**src/core/bkr_pkg.sv**
```systemverilog
package bkr_pkg;
    // Width of cycle count settings
    localparam int CNT_W = 16;
    // Fixed flag pulse length in power cycles
    localparam logic [CNT_W-1:0] FLAG_HOLD_CYC = 16'h003c;
    // Count reset value
    localparam logic [CNT_W-1:0] CNT_ZERO = 16'h0000;
    // Count step
    localparam logic [CNT_W-1:0] CNT_ONE = 16'h0001;
endpackage : bkr_pkg

```
**src/core/bkr_sync.sv**
```systemverilog
`timescale 1ns/1ps
// Two flip-flop synchroniser for a bus of pin inputs
module bkr_sync #(
    parameter int W = 1
) (
    // Clock and reset
    input wire logic i_clk,
    input wire logic i_nrst,
    // Data
    input wire logic [W-1:0] i_d,
    output logic [W-1:0] o_q
);
    logic [W-1:0] meta_r;

    // First stage feeds only the second
    always_ff @(posedge i_clk or negedge i_nrst)
    begin
        if (!i_nrst)
        begin
            meta_r <= '0;
            o_q <= '0;
        end
        else
        begin
            meta_r <= i_d;
            o_q <= meta_r;
        end
    end
endmodule : bkr_sync

```
**src/core/bkr_timers.sv**
```systemverilog
`timescale 1ns/1ps
////////////////////////////////////////////////////////////////////////////////
// Overview of operation
// - Close failure timer starts with close output.
// - Close held until timeout or breaker aux.
// - Aux de-energized means breaker is open.
// - Failure and hold times set in cycles.
// - Close failure flag pulses exactly 60 cycles.
// - Close output drops when close flag rises.
// - Close from operator command or direct close.
// - Mapped output follows flag, 60 cycles.
// - Trip asserts at once on trip equation.
// - Trip failure timer starts with trip output.
// - Trip held until hold timer and equation clear.
// - Release also needs pickups dropped or reset.
// - Trip failure timeout raises flag, and output four when mapped to trip.
////////////////////////////////////////////////////////////////////////////////
module bkr_timers
    import bkr_pkg::*;
#(
    parameter int SYNC_W = 6
) (
    // Clock and reset
    input wire logic i_clk,
    input wire logic i_nrst,
    // Power-system cycle tick, one clock wide, same domain
    input wire logic i_cycle_tick,
    // Settings in power cycles
    input wire logic [bkr_pkg::CNT_W-1:0] i_close_fail_time_setting,
    input wire logic [bkr_pkg::CNT_W-1:0] i_trip_fail_time_setting,
    input wire logic [bkr_pkg::CNT_W-1:0] i_trip_hold_time_setting,
    // Operator commands, same domain, one-cycle pulses
    input wire logic i_close_cmd,
    input wire logic i_target_reset,
    // Element states, same domain
    input wire logic i_trip_equation,
    input wire logic i_any_pickup,
    input wire logic i_fault_current,
    // Contact inputs from pins
    input wire logic i_direct_close_input,
    input wire logic i_breaker_aux_input,
    // Map of output contact four: 0 close failure, 1 trip failure
    input wire logic i_prog4_sel_trip,
    // Outputs
    output logic o_close,
    output logic o_trip,
    output logic o_close_fail_flag,
    output logic o_trip_fail_flag,
    output logic o_prog_output_4,
    output logic o_breaker_open
);
    ////////////////////////////////////////////////////////////////////////////
    // Elaboration check on SYNC_W, which does not set the fixed two-stage synchroniser depth
    // A single stage would let a metastable pin value reach the timers
    generate
        if (SYNC_W < 2)
        begin : g_bad_sync
            $error("bkr_timers: SYNC_W too small");
        end
    endgenerate

    typedef struct packed {
        logic rst_m;
        logic rst_s;
        logic close;
        logic trip;
        logic cf;
        logic tf;
        logic prog4;
        logic open;
        logic [CNT_W-1:0] cf_cnt;
        logic [CNT_W-1:0] cf_pulse;
        logic [CNT_W-1:0] tf_cnt;
        logic [CNT_W-1:0] tf_drop;
        logic [CNT_W-1:0] hold_cnt;
    } bkr_state_t;

    bkr_state_t st_r;
    bkr_state_t st_nxt;
    logic [1:0] pins_s;
    logic dc_s;
    logic aux_s;
    logic nrst_int;

    ////////////////////////////////////////////////////////////////////////////
    // Pin synchroniser
    // Both contact inputs come from field wiring with no relation to i_clk
    // Two stages add two clocks of latency, far below one power cycle
    bkr_sync #(.W(2)) u_sync (
        .i_clk(i_clk),
        .i_nrst(i_nrst),
        .i_d({i_direct_close_input, i_breaker_aux_input}),
        .o_q(pins_s)
    );
    assign dc_s = pins_s[1];
    assign aux_s = pins_s[0];
    assign nrst_int = st_r.rst_s;

    // Saturating cycle counter step
    // Saturation keeps a long hold from wrapping and looking unexpired again
    function automatic logic [CNT_W-1:0] inc_sat(input logic [CNT_W-1:0] v);
        inc_sat = (v == {CNT_W{1'b1}}) ? v : v + CNT_ONE;
    endfunction : inc_sat

    ////////////////////////////////////////////////////////////////////////////
    // Next state
    always_comb
    begin
        st_nxt = st_r;
        st_nxt.rst_m = 1'b1;
        st_nxt.rst_s = st_r.rst_m;
        st_nxt.open = ~aux_s;
        // Close logic
        // Aux closing wins over timer expiry in the same cycle
        // A new close is refused while the failure pulse is up
        // A closed breaker refuses a close, so no second coil pulse
        if (st_r.close)
        begin
            if (aux_s)
            begin
                st_nxt.close = 1'b0;
                st_nxt.cf_cnt = CNT_ZERO;
            end
            else if (i_cycle_tick)
            begin
                if (inc_sat(st_r.cf_cnt) >= i_close_fail_time_setting)
                begin
                    st_nxt.close = 1'b0;
                    st_nxt.cf = 1'b1;
                    st_nxt.cf_pulse = CNT_ZERO;
                    st_nxt.cf_cnt = CNT_ZERO;
                end
                else
                    st_nxt.cf_cnt = inc_sat(st_r.cf_cnt);
            end
        end
        else if ((i_close_cmd || dc_s) && !aux_s && !st_r.cf)
        begin
            st_nxt.close = 1'b1;
            st_nxt.cf_cnt = CNT_ZERO;
        end
        // Close failure pulse
        // Counts ticks from the rise, so the width is a whole number of cycles
        if (st_r.cf && i_cycle_tick)
        begin
            st_nxt.cf_pulse = inc_sat(st_r.cf_pulse);
            if (inc_sat(st_r.cf_pulse) >= FLAG_HOLD_CYC)
                st_nxt.cf = 1'b0;
        end
        // Trip logic
        // Trip sets in the cycle after the equation, with no tick needed
        // Hold and failure counters both start from the trip rise
        // Release waits for hold expiry, equation clear and pickups or reset
        if (!st_r.trip)
        begin
            if (i_trip_equation)
            begin
                st_nxt.trip = 1'b1;
                st_nxt.hold_cnt = CNT_ZERO;
                st_nxt.tf_cnt = CNT_ZERO;
            end
        end
        else
        begin
            if (i_cycle_tick)
            begin
                st_nxt.hold_cnt = inc_sat(st_r.hold_cnt);
                st_nxt.tf_cnt = inc_sat(st_r.tf_cnt);
                if (!st_r.tf && inc_sat(st_r.tf_cnt) >= i_trip_fail_time_setting)
                begin
                    st_nxt.tf = 1'b1;
                    st_nxt.tf_drop = CNT_ZERO;
                end
            end
            if (st_r.hold_cnt >= i_trip_hold_time_setting && !i_trip_equation
                && (!i_any_pickup || i_target_reset))
                st_nxt.trip = 1'b0;
        end
        // Trip failure drop-out after current removed
        // Returning current restarts the drop-out count from zero
        if (st_r.tf)
        begin
            if (i_fault_current)
                st_nxt.tf_drop = CNT_ZERO;
            else if (i_cycle_tick)
            begin
                st_nxt.tf_drop = inc_sat(st_r.tf_drop);
                if (inc_sat(st_r.tf_drop) >= FLAG_HOLD_CYC
                    && !(st_nxt.tf && !st_r.tf))
                    st_nxt.tf = 1'b0;
            end
        end
        // Output contact four follows its flag
        st_nxt.prog4 = i_prog4_sel_trip ? st_nxt.tf : st_nxt.cf;
    end

    ////////////////////////////////////////////////////////////////////////////
    // State register, internal reset loads constants except rst_s, which takes rst_m
    always_ff @(posedge i_clk or negedge i_nrst)
    begin
        if (!i_nrst)
            st_r <= '{default: '0, open: 1'b1};
        else if (!nrst_int)
        begin
            st_r <= '{default: '0, open: 1'b1};
            st_r.rst_m <= 1'b1;
            st_r.rst_s <= st_r.rst_m;
        end
        else
            st_r <= st_nxt;
    end

    // Outputs straight from flip-flops
    // No logic between the state register and the pins
    assign o_close = st_r.close;
    assign o_trip = st_r.trip;
    assign o_close_fail_flag = st_r.cf;
    assign o_trip_fail_flag = st_r.tf;
    assign o_prog_output_4 = st_r.prog4;
    assign o_breaker_open = st_r.open;
endmodule : bkr_timers

```
**config.mk**
```make
export PLATFORM = sky130hd
export DESIGN_NAME = bkr_timers
export DESIGN_NICKNAME = d
export VERILOG_FILES = /design/src/core/bkr_pkg.sv /design/src/core/bkr_sync.sv /design/src/core/bkr_timers.sv
export SDC_FILE = /design/constraint.sdc
export NUM_CORES = 1
export LEC_CHECK = 0
export BUFFER_PORTS_ARGS = -buffer_cell sky130_fd_sc_hd__buf_2
export CORE_MARGIN = 2
export CORE_UTILIZATION = 25
export DETAILED_ROUTE_END_ITERATION = 6
export PLACE_DENSITY = 0.39
export SYNTH_ARGS = -nofsm -noshare
export SYNTH_HDL_FRONTEND = slang
export SYNTH_HIERARCHICAL = 1
export SYNTH_SLANG_ARGS = --single-unit
```
**constraint.sdc**
```tcl
create_clock -name i_clk -period 4.4 [get_ports i_clk]
set_input_delay 0.44 -clock i_clk [delete_from_list [all_inputs] [get_ports i_clk]]
set_output_delay 0.44 -clock i_clk [all_outputs]
set_load 0.01 [all_outputs]
```
Word-level counts from Yosys, hierarchy flattened
Index checks and enable logic that the tools add are counted.

cells by class
  add/subtract/negate cells = 5
  multipliers = 0
  div/mod/pow operators = 0
  magnitude comparators = 5
  equality and inequality tests = 14
  shift-type cells = 0
  muxes and demuxes = 46
  bitwise logic cells = 1
  reduce and logical (&&, ||, !) cells = 20

operators by type and width
  kind                     count
  $mux W16                 21
  $mux W86                 1
  $add A16 B1 Y16 const B  5
  $eq A16 B16 Y1 const B   5
  $ge A16 B16 Y1           3
  $mux W48                 1
  $ge A16 B6 Y1 const B    2
  $mux W32                 1
  $mux W1                  22
  $ne A3 B3 Y1 const B     4
  $ne A3 B2 Y1 const B     3
  $logic_and A1 B1 Y1      8
  $logic_not A1 Y1         6
  $ne A4 B3 Y1 const B     1
  $reduce_and A2 Y1        2
  $reduce_and A4 Y1        1
  $ne A3 B1 Y1 const B     1
  $reduce_and A3 Y1        1
  $logic_or A1 B1 Y1       2
  $not A1 Y1               1

word-level totals
  bits in registers = 92
  bits in latches = 0
  bits in writable memories = 0
  bits in read-only memories = 0
  input port bits = 59
  output and inout bits = 6
  word-level logic and storage cells = 106
  memories kept = 0

Longest topological paths before layout
  depth in word-level cells = 16
  gate-level depth with buffers = 16
  gate-level depth less buffers = 15

By module
The synthesis kept the hierarchy.

by module, submodules not included
  module      times used  cells each  area an instance (µm²)  seq. area each (µm²)
  bkr_timers  1           834         6860.3                  2203.4
  bkr_sync    1           4           100.1                   100.1

Least setup slack after synthesis
OpenSTA, ideal clock, no wires.

  path kind = reg2reg
  start = register st_r[32] (netlist bit)
  end = register st_r, in the netlist o_prog_output_4
  library setup time = 0.122 ns
  arrival = 3.286 ns
  required time = 4.278 ns
  path slack = 0.992 ns
  stages on the path, launching flop included = 14
  path buffers = 0
  clock period less this slack = 3.408 ns
  cells stage by stage = dfrtp_1 -> ha_1 -> nand3_1 -> nor3_1 -> nor3b_4 -> nor2_1 -> nand2_1 -> xnor2_1 -> ha_1 -> a2111oi_4 -> o211ai_1 -> a2111oi_4 -> nor2_2 -> a32o_1

on the way
  word-level cells in the longest chain between the ends = 16
  elaborated cells between the ends (all ways) = 17
  those cells by class = add/sub: 1; order compare: 1; eq/ne: 1; mux: 10; reduce/logical: 4

ends and longest elaborated chain
  what                                                      RTL line           source
  start, declared                                           bkr_timers.sv:78   bkr_state_t st_r;
  start signal, assigned                                    bkr_timers.sv:210  st_r <= st_nxt;
  $add A16 B1 Y16 / $eq A16 B16 Y1 (equally long branches)  bkr_timers.sv:102  inc_sat = (v == {CNT_W{1'b1}}) ? v : v + CNT_ONE;
  $mux W16 (*)                                              bkr_timers.sv:102
  $ge A16 B16 Y1 (*)                                        bkr_timers.sv:169  if (!st_r.tf && inc_sat(st_r.tf_cnt) >= i_trip_fail_time_setting)
  $logic_and A1 B1 Y1 (*)                                   bkr_timers.sv:169
  $mux W1 (*)                                               bkr_timers.sv:169
  $mux W1 (*)                                               bkr_timers.sv:165  if (i_cycle_tick)
  $mux W1 (*)                                               bkr_timers.sv:154  if (!st_r.trip)
  $logic_and A1 B1 Y1                                       bkr_timers.sv:189  && !(st_nxt.tf && !st_r.tf))
  $logic_not A1 Y1                                          bkr_timers.sv:189
  $logic_and A1 B1 Y1                                       bkr_timers.sv:189
  $mux W1                                                   bkr_timers.sv:188  if (inc_sat(st_r.tf_drop) >= FLAG_HOLD_CYC
  $mux W1                                                   bkr_timers.sv:185  else if (i_cycle_tick)
  $mux W1                                                   bkr_timers.sv:183  if (i_fault_current)
  $mux W1 (*)                                               bkr_timers.sv:181  if (st_r.tf)
  $mux W1 (*)                                               bkr_timers.sv:194  st_nxt.prog4 = i_prog4_sel_trip ? st_nxt.tf : st_nxt.cf;
  $mux W86 (*)                                              bkr_timers.sv:203  else if (!nrst_int)

Every way passes the cells marked *; elsewhere a longest branch is shown, timed or not.
A chain may end at the register's enable or synchronous reset.

Final worst setup path
  start = register st_r[64] (netlist bit)
  end = register st_r[54] (netlist bit)

on the way
  word-level cells in the longest chain between the ends = 5
  elaborated cells between the ends (all ways) = 6
  those cells by class = add/sub: 1; order compare: 1; eq/ne: 2; mux: 1; reduce/logical: 1

ends and longest elaborated chain
  what                                                      RTL line           source
  $add A16 B1 Y16 / $eq A16 B16 Y1 (equally long branches)  bkr_timers.sv:102
  $mux W16 (*)                                              --
  $ge A16 B16 Y1 (*)                                        bkr_timers.sv:126  if (inc_sat(st_r.cf_cnt) >= i_close_fail_time_setting)
  $ne A3 B1 Y1 (no line) (*)                                --
  $reduce_and A4 Y1 (no line) (*)                           --

Marked as above.

==> summary.txt <==
Min-Delay Path Class -> in -> reg
IO Port Bufs -> 64
CTS tree -> yes
Core Util, Final -> 28.8%
Starting Density -> 25.2%
M3 GR Usage -> 1.76%
WL/cell -> 15.6 µm
Fmax -> 256 MHz
outcome -> complete, no violations
Tot GR Track Use -> 14.1%
Worst Path Required -> 4.60 ns
final setup violating endpoints -> 0
clk_lat worst skew -> 0.35 ns
normalized max-slew margin -> 30.9%
CTS clk-pin slew, worst paths -> 0.07 ns
Critical Path AT -> 4.10 ns
Fin Hold WS -> 0.190 ns
Inserted Diodes -> 0
RSZ-0062 raised after global routing -> no
initial antenna violation count -> 0
Final Hold Fails -> 0
clock root buffer -> clkbuf_16
Slew Viols, Final -> 0
Synth Flop Type -> dfrtp_1
vias per cell -> 4.88
placed cell count -> 1254
EDFF count, synth -> 0
Slew @ Worst Pin -> 1.03 ns
drt total wl -> 19800 µm
Core Region -> 27600 µm²
Remaining DRCs -> 0
hpwl dp -> 14200 µm
# clock sinks -> 92
cell area after synthesis -> 6960 µm²
peak supply drop -> 137 µV
global routing usage on met1 -> 20.8%
post-route cell area -> 7950 µm²
first-pass GRT wire length -> 33100 µm
Clock Path Buffers -> 2
final RePlAce weighted congestion -> 0.766
layout cells sized above 1 -> 13.5%
Cell Area, Placed -> 7670 µm²
# hold bufs at CTS -> 0
Post-CTS Setup Inserts -> 0
Synth cell types -> 74
Die Ht -> 171 µm
Setup crit end kind -> flop
ANT nets after route -> 0
largest net degree at the start of global routing -> 67
Die X-Extent -> 171 µm
Final Cycle Share -> 88.7%
area grow syn2layout -> 14.2%
asr flop ratio synth -> 100%
Pwr per Cell Area -> 224 nW/µm²
routed via count -> 6202
Die Area -> 29200 µm²
I/O pins -> 65
Synth Net Count -> 950
NumNets Final -> 999
DRT Pass-1 Iters -> 4
met2 GRT Util -> 21.8%
leak pwr -> 0.00370 µW
critical path launch point type -> flop
post-synthesis cell count -> 838
WS Path Type -> reg -> reg
post-cts sizing count -> 0
Yosys reg bits -> 92
fin crit period -> 3.90 ns
Rows -> 61
post-synthesis sequential area ratio -> 33.1%
DR iter-0 viols -> 412
Final Skew -> 0.0107 ns
grt total ovfl -> 0
H-tree depth -> 3
GRT busiest layer -> met2
TritonCTS Buffers -> 9
number of global-route vias before repair -> 6190
Synth warnings -> 6
Layout Cells excl Fill -> 1270
crit-path max FO -> 6
max_cap viols -> 0
Mean Syn Cell Area -> 8.31 µm²
total negative slack -> 0 ns
final cells by class:
class,instances,area (µm²)
timing repair buffer,74,398
sequential,92,2300
clock inverter,7,52.6
clock buffer,9,225
multi-input combinational,648,4260
inverter,62,233
fill,3039,19700
tap,378,473
layer usage:
layer / share of wire, % / up-vias
li1: - / 3162
met1: 53 / 2954
met2: 44 / 71
met3: 2.5 / 15
met4: 1.2 / 0
met5: 0 / -
cell usage in the layout, fill, tap and decap left out, types with 3 or more instances in the layout:
| master | synthesis | layout |
|---|---|---|
| xor2_1 | 14 | 14 |
| and4_1 | 4 | 4 |
| o211ai_1 | 6 | 6 |
| and3_1 | 23 | 23 |
| inv_1 | 62 | 62 |
| o21a_1 | 8 | 8 |
| a41o_1 | 3 | 3 |
| o311ai_0 | 13 | 13 |
| ha_1 | 53 | 53 |
| o2111ai_1 | 3 | 3 |
| a21o_1 | 7 | 7 |
| a22o_1 | 11 | 11 |
| xnor2_1 | 18 | 18 |
| buf_4 | 0 | 11 |
| dfrtp_1 | 91 | 91 |
| clkinvlp_4 | 0 | 4 |
| a21oi_1 | 54 | 54 |
| nand4b_1 | 6 | 6 |
| nor2b_1 | 7 | 7 |
| a211oi_1 | 5 | 5 |
| mux2i_1 | 4 | 4 |
| nand2_1 | 77 | 77 |
| nor3_2 | 4 | 4 |
| nand4_1 | 20 | 20 |
| buf_2 | 12 | 63 |
| or3_1 | 3 | 3 |
| a31oi_1 | 16 | 16 |
| o21ai_0 | 81 | 81 |
| o21ai_1 | 8 | 8 |
| nand3_1 | 42 | 42 |
| nor2_1 | 64 | 64 |
| o31ai_1 | 15 | 15 |
| nor3_1 | 11 | 11 |
| clkbuf_16 | 0 | 9 |
| and2_1 | 4 | 4 |
| o22ai_1 | 4 | 4 |
| nand2b_1 | 10 | 10 |
| nor4_1 | 4 | 4 |
synth_stat cells, drive strengths merged (3+ instances only):
cell      n  area share [%]
xnor2    18             2.3
o211ai    6            0.65
buf      15             1.0
and4      4            0.50
nand2    78             4.2
or2       3            0.27
a2111oi   3             1.0
nand4    24             2.8
nand2b   10            0.90
o2111ai   3            0.38
nand4b    6            0.75
mux2i     4            0.58
inv      62             3.3
or4       4            0.54
xor2     14             1.8
or3       3            0.27
nor2     67             3.8
o21ai    89             6.4
ha       53             9.5
a31oi    16             1.4
and2      4            0.36
a21oi    55             4.0
a22o     11             1.4
dfrtp    91              33
o21a      8            0.86
clkbuf   21             1.3
o22ai     4            0.36
a41o      3            0.43
nor4      7             1.0
o311ai   13             1.6
a21o      7            0.75
nor2b     7            0.63
nand3    43             3.2
nor3     15             1.4
a211oi    5            0.54
and3     24             2.2
o31ai    15             1.6
final timing paths:
path	depth (start not counted)	end	slack (ns)	from
worst max register to register	14	st_r[54]	0.50	st_r[64]
min in group asynchronous	1	st_r[3]	0.23	i_nrst
worst min-delay path	1	u_sync/meta_r[0]	0.19	i_breaker_aux_input
worst min register to register	0	u_sync/o_q[1]	0.35	u_sync/meta_r[1]
max in group asynchronous	2	st_r[69]	3.22	i_nrst
worst max-delay path	14	st_r[54]	0.50	st_r[64]
worst max-delay path, stage by stage, from the launching register on:
cell	delay, ns
dfrtp_1	0.43
ha_1	0.30
nand4_1	0.14
or4_4	0.48
nand4_1	0.23
nor2_1	0.13
xor2_1	0.17
ha_1	0.30
nand4_1	0.10
nor2_1	0.13
o2111ai_1	0.15
o21ai_1	0.31
a21oi_1	0.15
o21ai_1	0.53
o22ai_1	0.19
sequential cells by signal, summed over array words and instances (netlist names):
name / cells
o_breaker_open: 1
o_trip: 1
o_close: 1
o_close_fail_flag: 1
st_nxt: 1
u_sync/o_q: 2
nrst_int: 1
o_prog_output_4: 1
u_sync/meta_r: 2
st_r: 80
o_trip_fail_flag: 1
through the flow:
stage | worst slack, ns | total power, µW
6_report | 0.499 | 1780
5_1_grt | 0.117 | 1880
4_1_cts | 0.459 | 1830
3_5_place_dp | 0.479 | 1040
3_3_place_gp | 0.453 | 1040
2_1_floorplan | 0.992 | 955
where the power goes:
group	internal (µW)	switching [µW]	total [µW]	leakage, µW
clock	386	381	767	0.000124
sequential	852	8.89	861	0.00126
combinational	54.6	98.6	153	0.00232
cell families (layout without fill, tap and decap cells):
| family | count (synthesis) | after routing | share of synthesized area (%) |
|---|---|---|---|
| adder cells (fa/ha/maj) | 53 | 53 | 9.53 |
| other | 1 | 1 | 0.0539 |
| flip-flops | 92 | 92 | 33.1 |
| AND/OR/NAND/NOR | 306 | 306 | 23.8 |
| AO/OA/AOI/OAI | 251 | 251 | 23.1 |
| XOR/XNOR | 32 | 32 | 4.03 |
| buffers and inverters | 98 | 152 | 5.66 |
| multiplexers | 5 | 5 | 0.737 |
No activity file was read; power rests on OpenSTA's default activity.
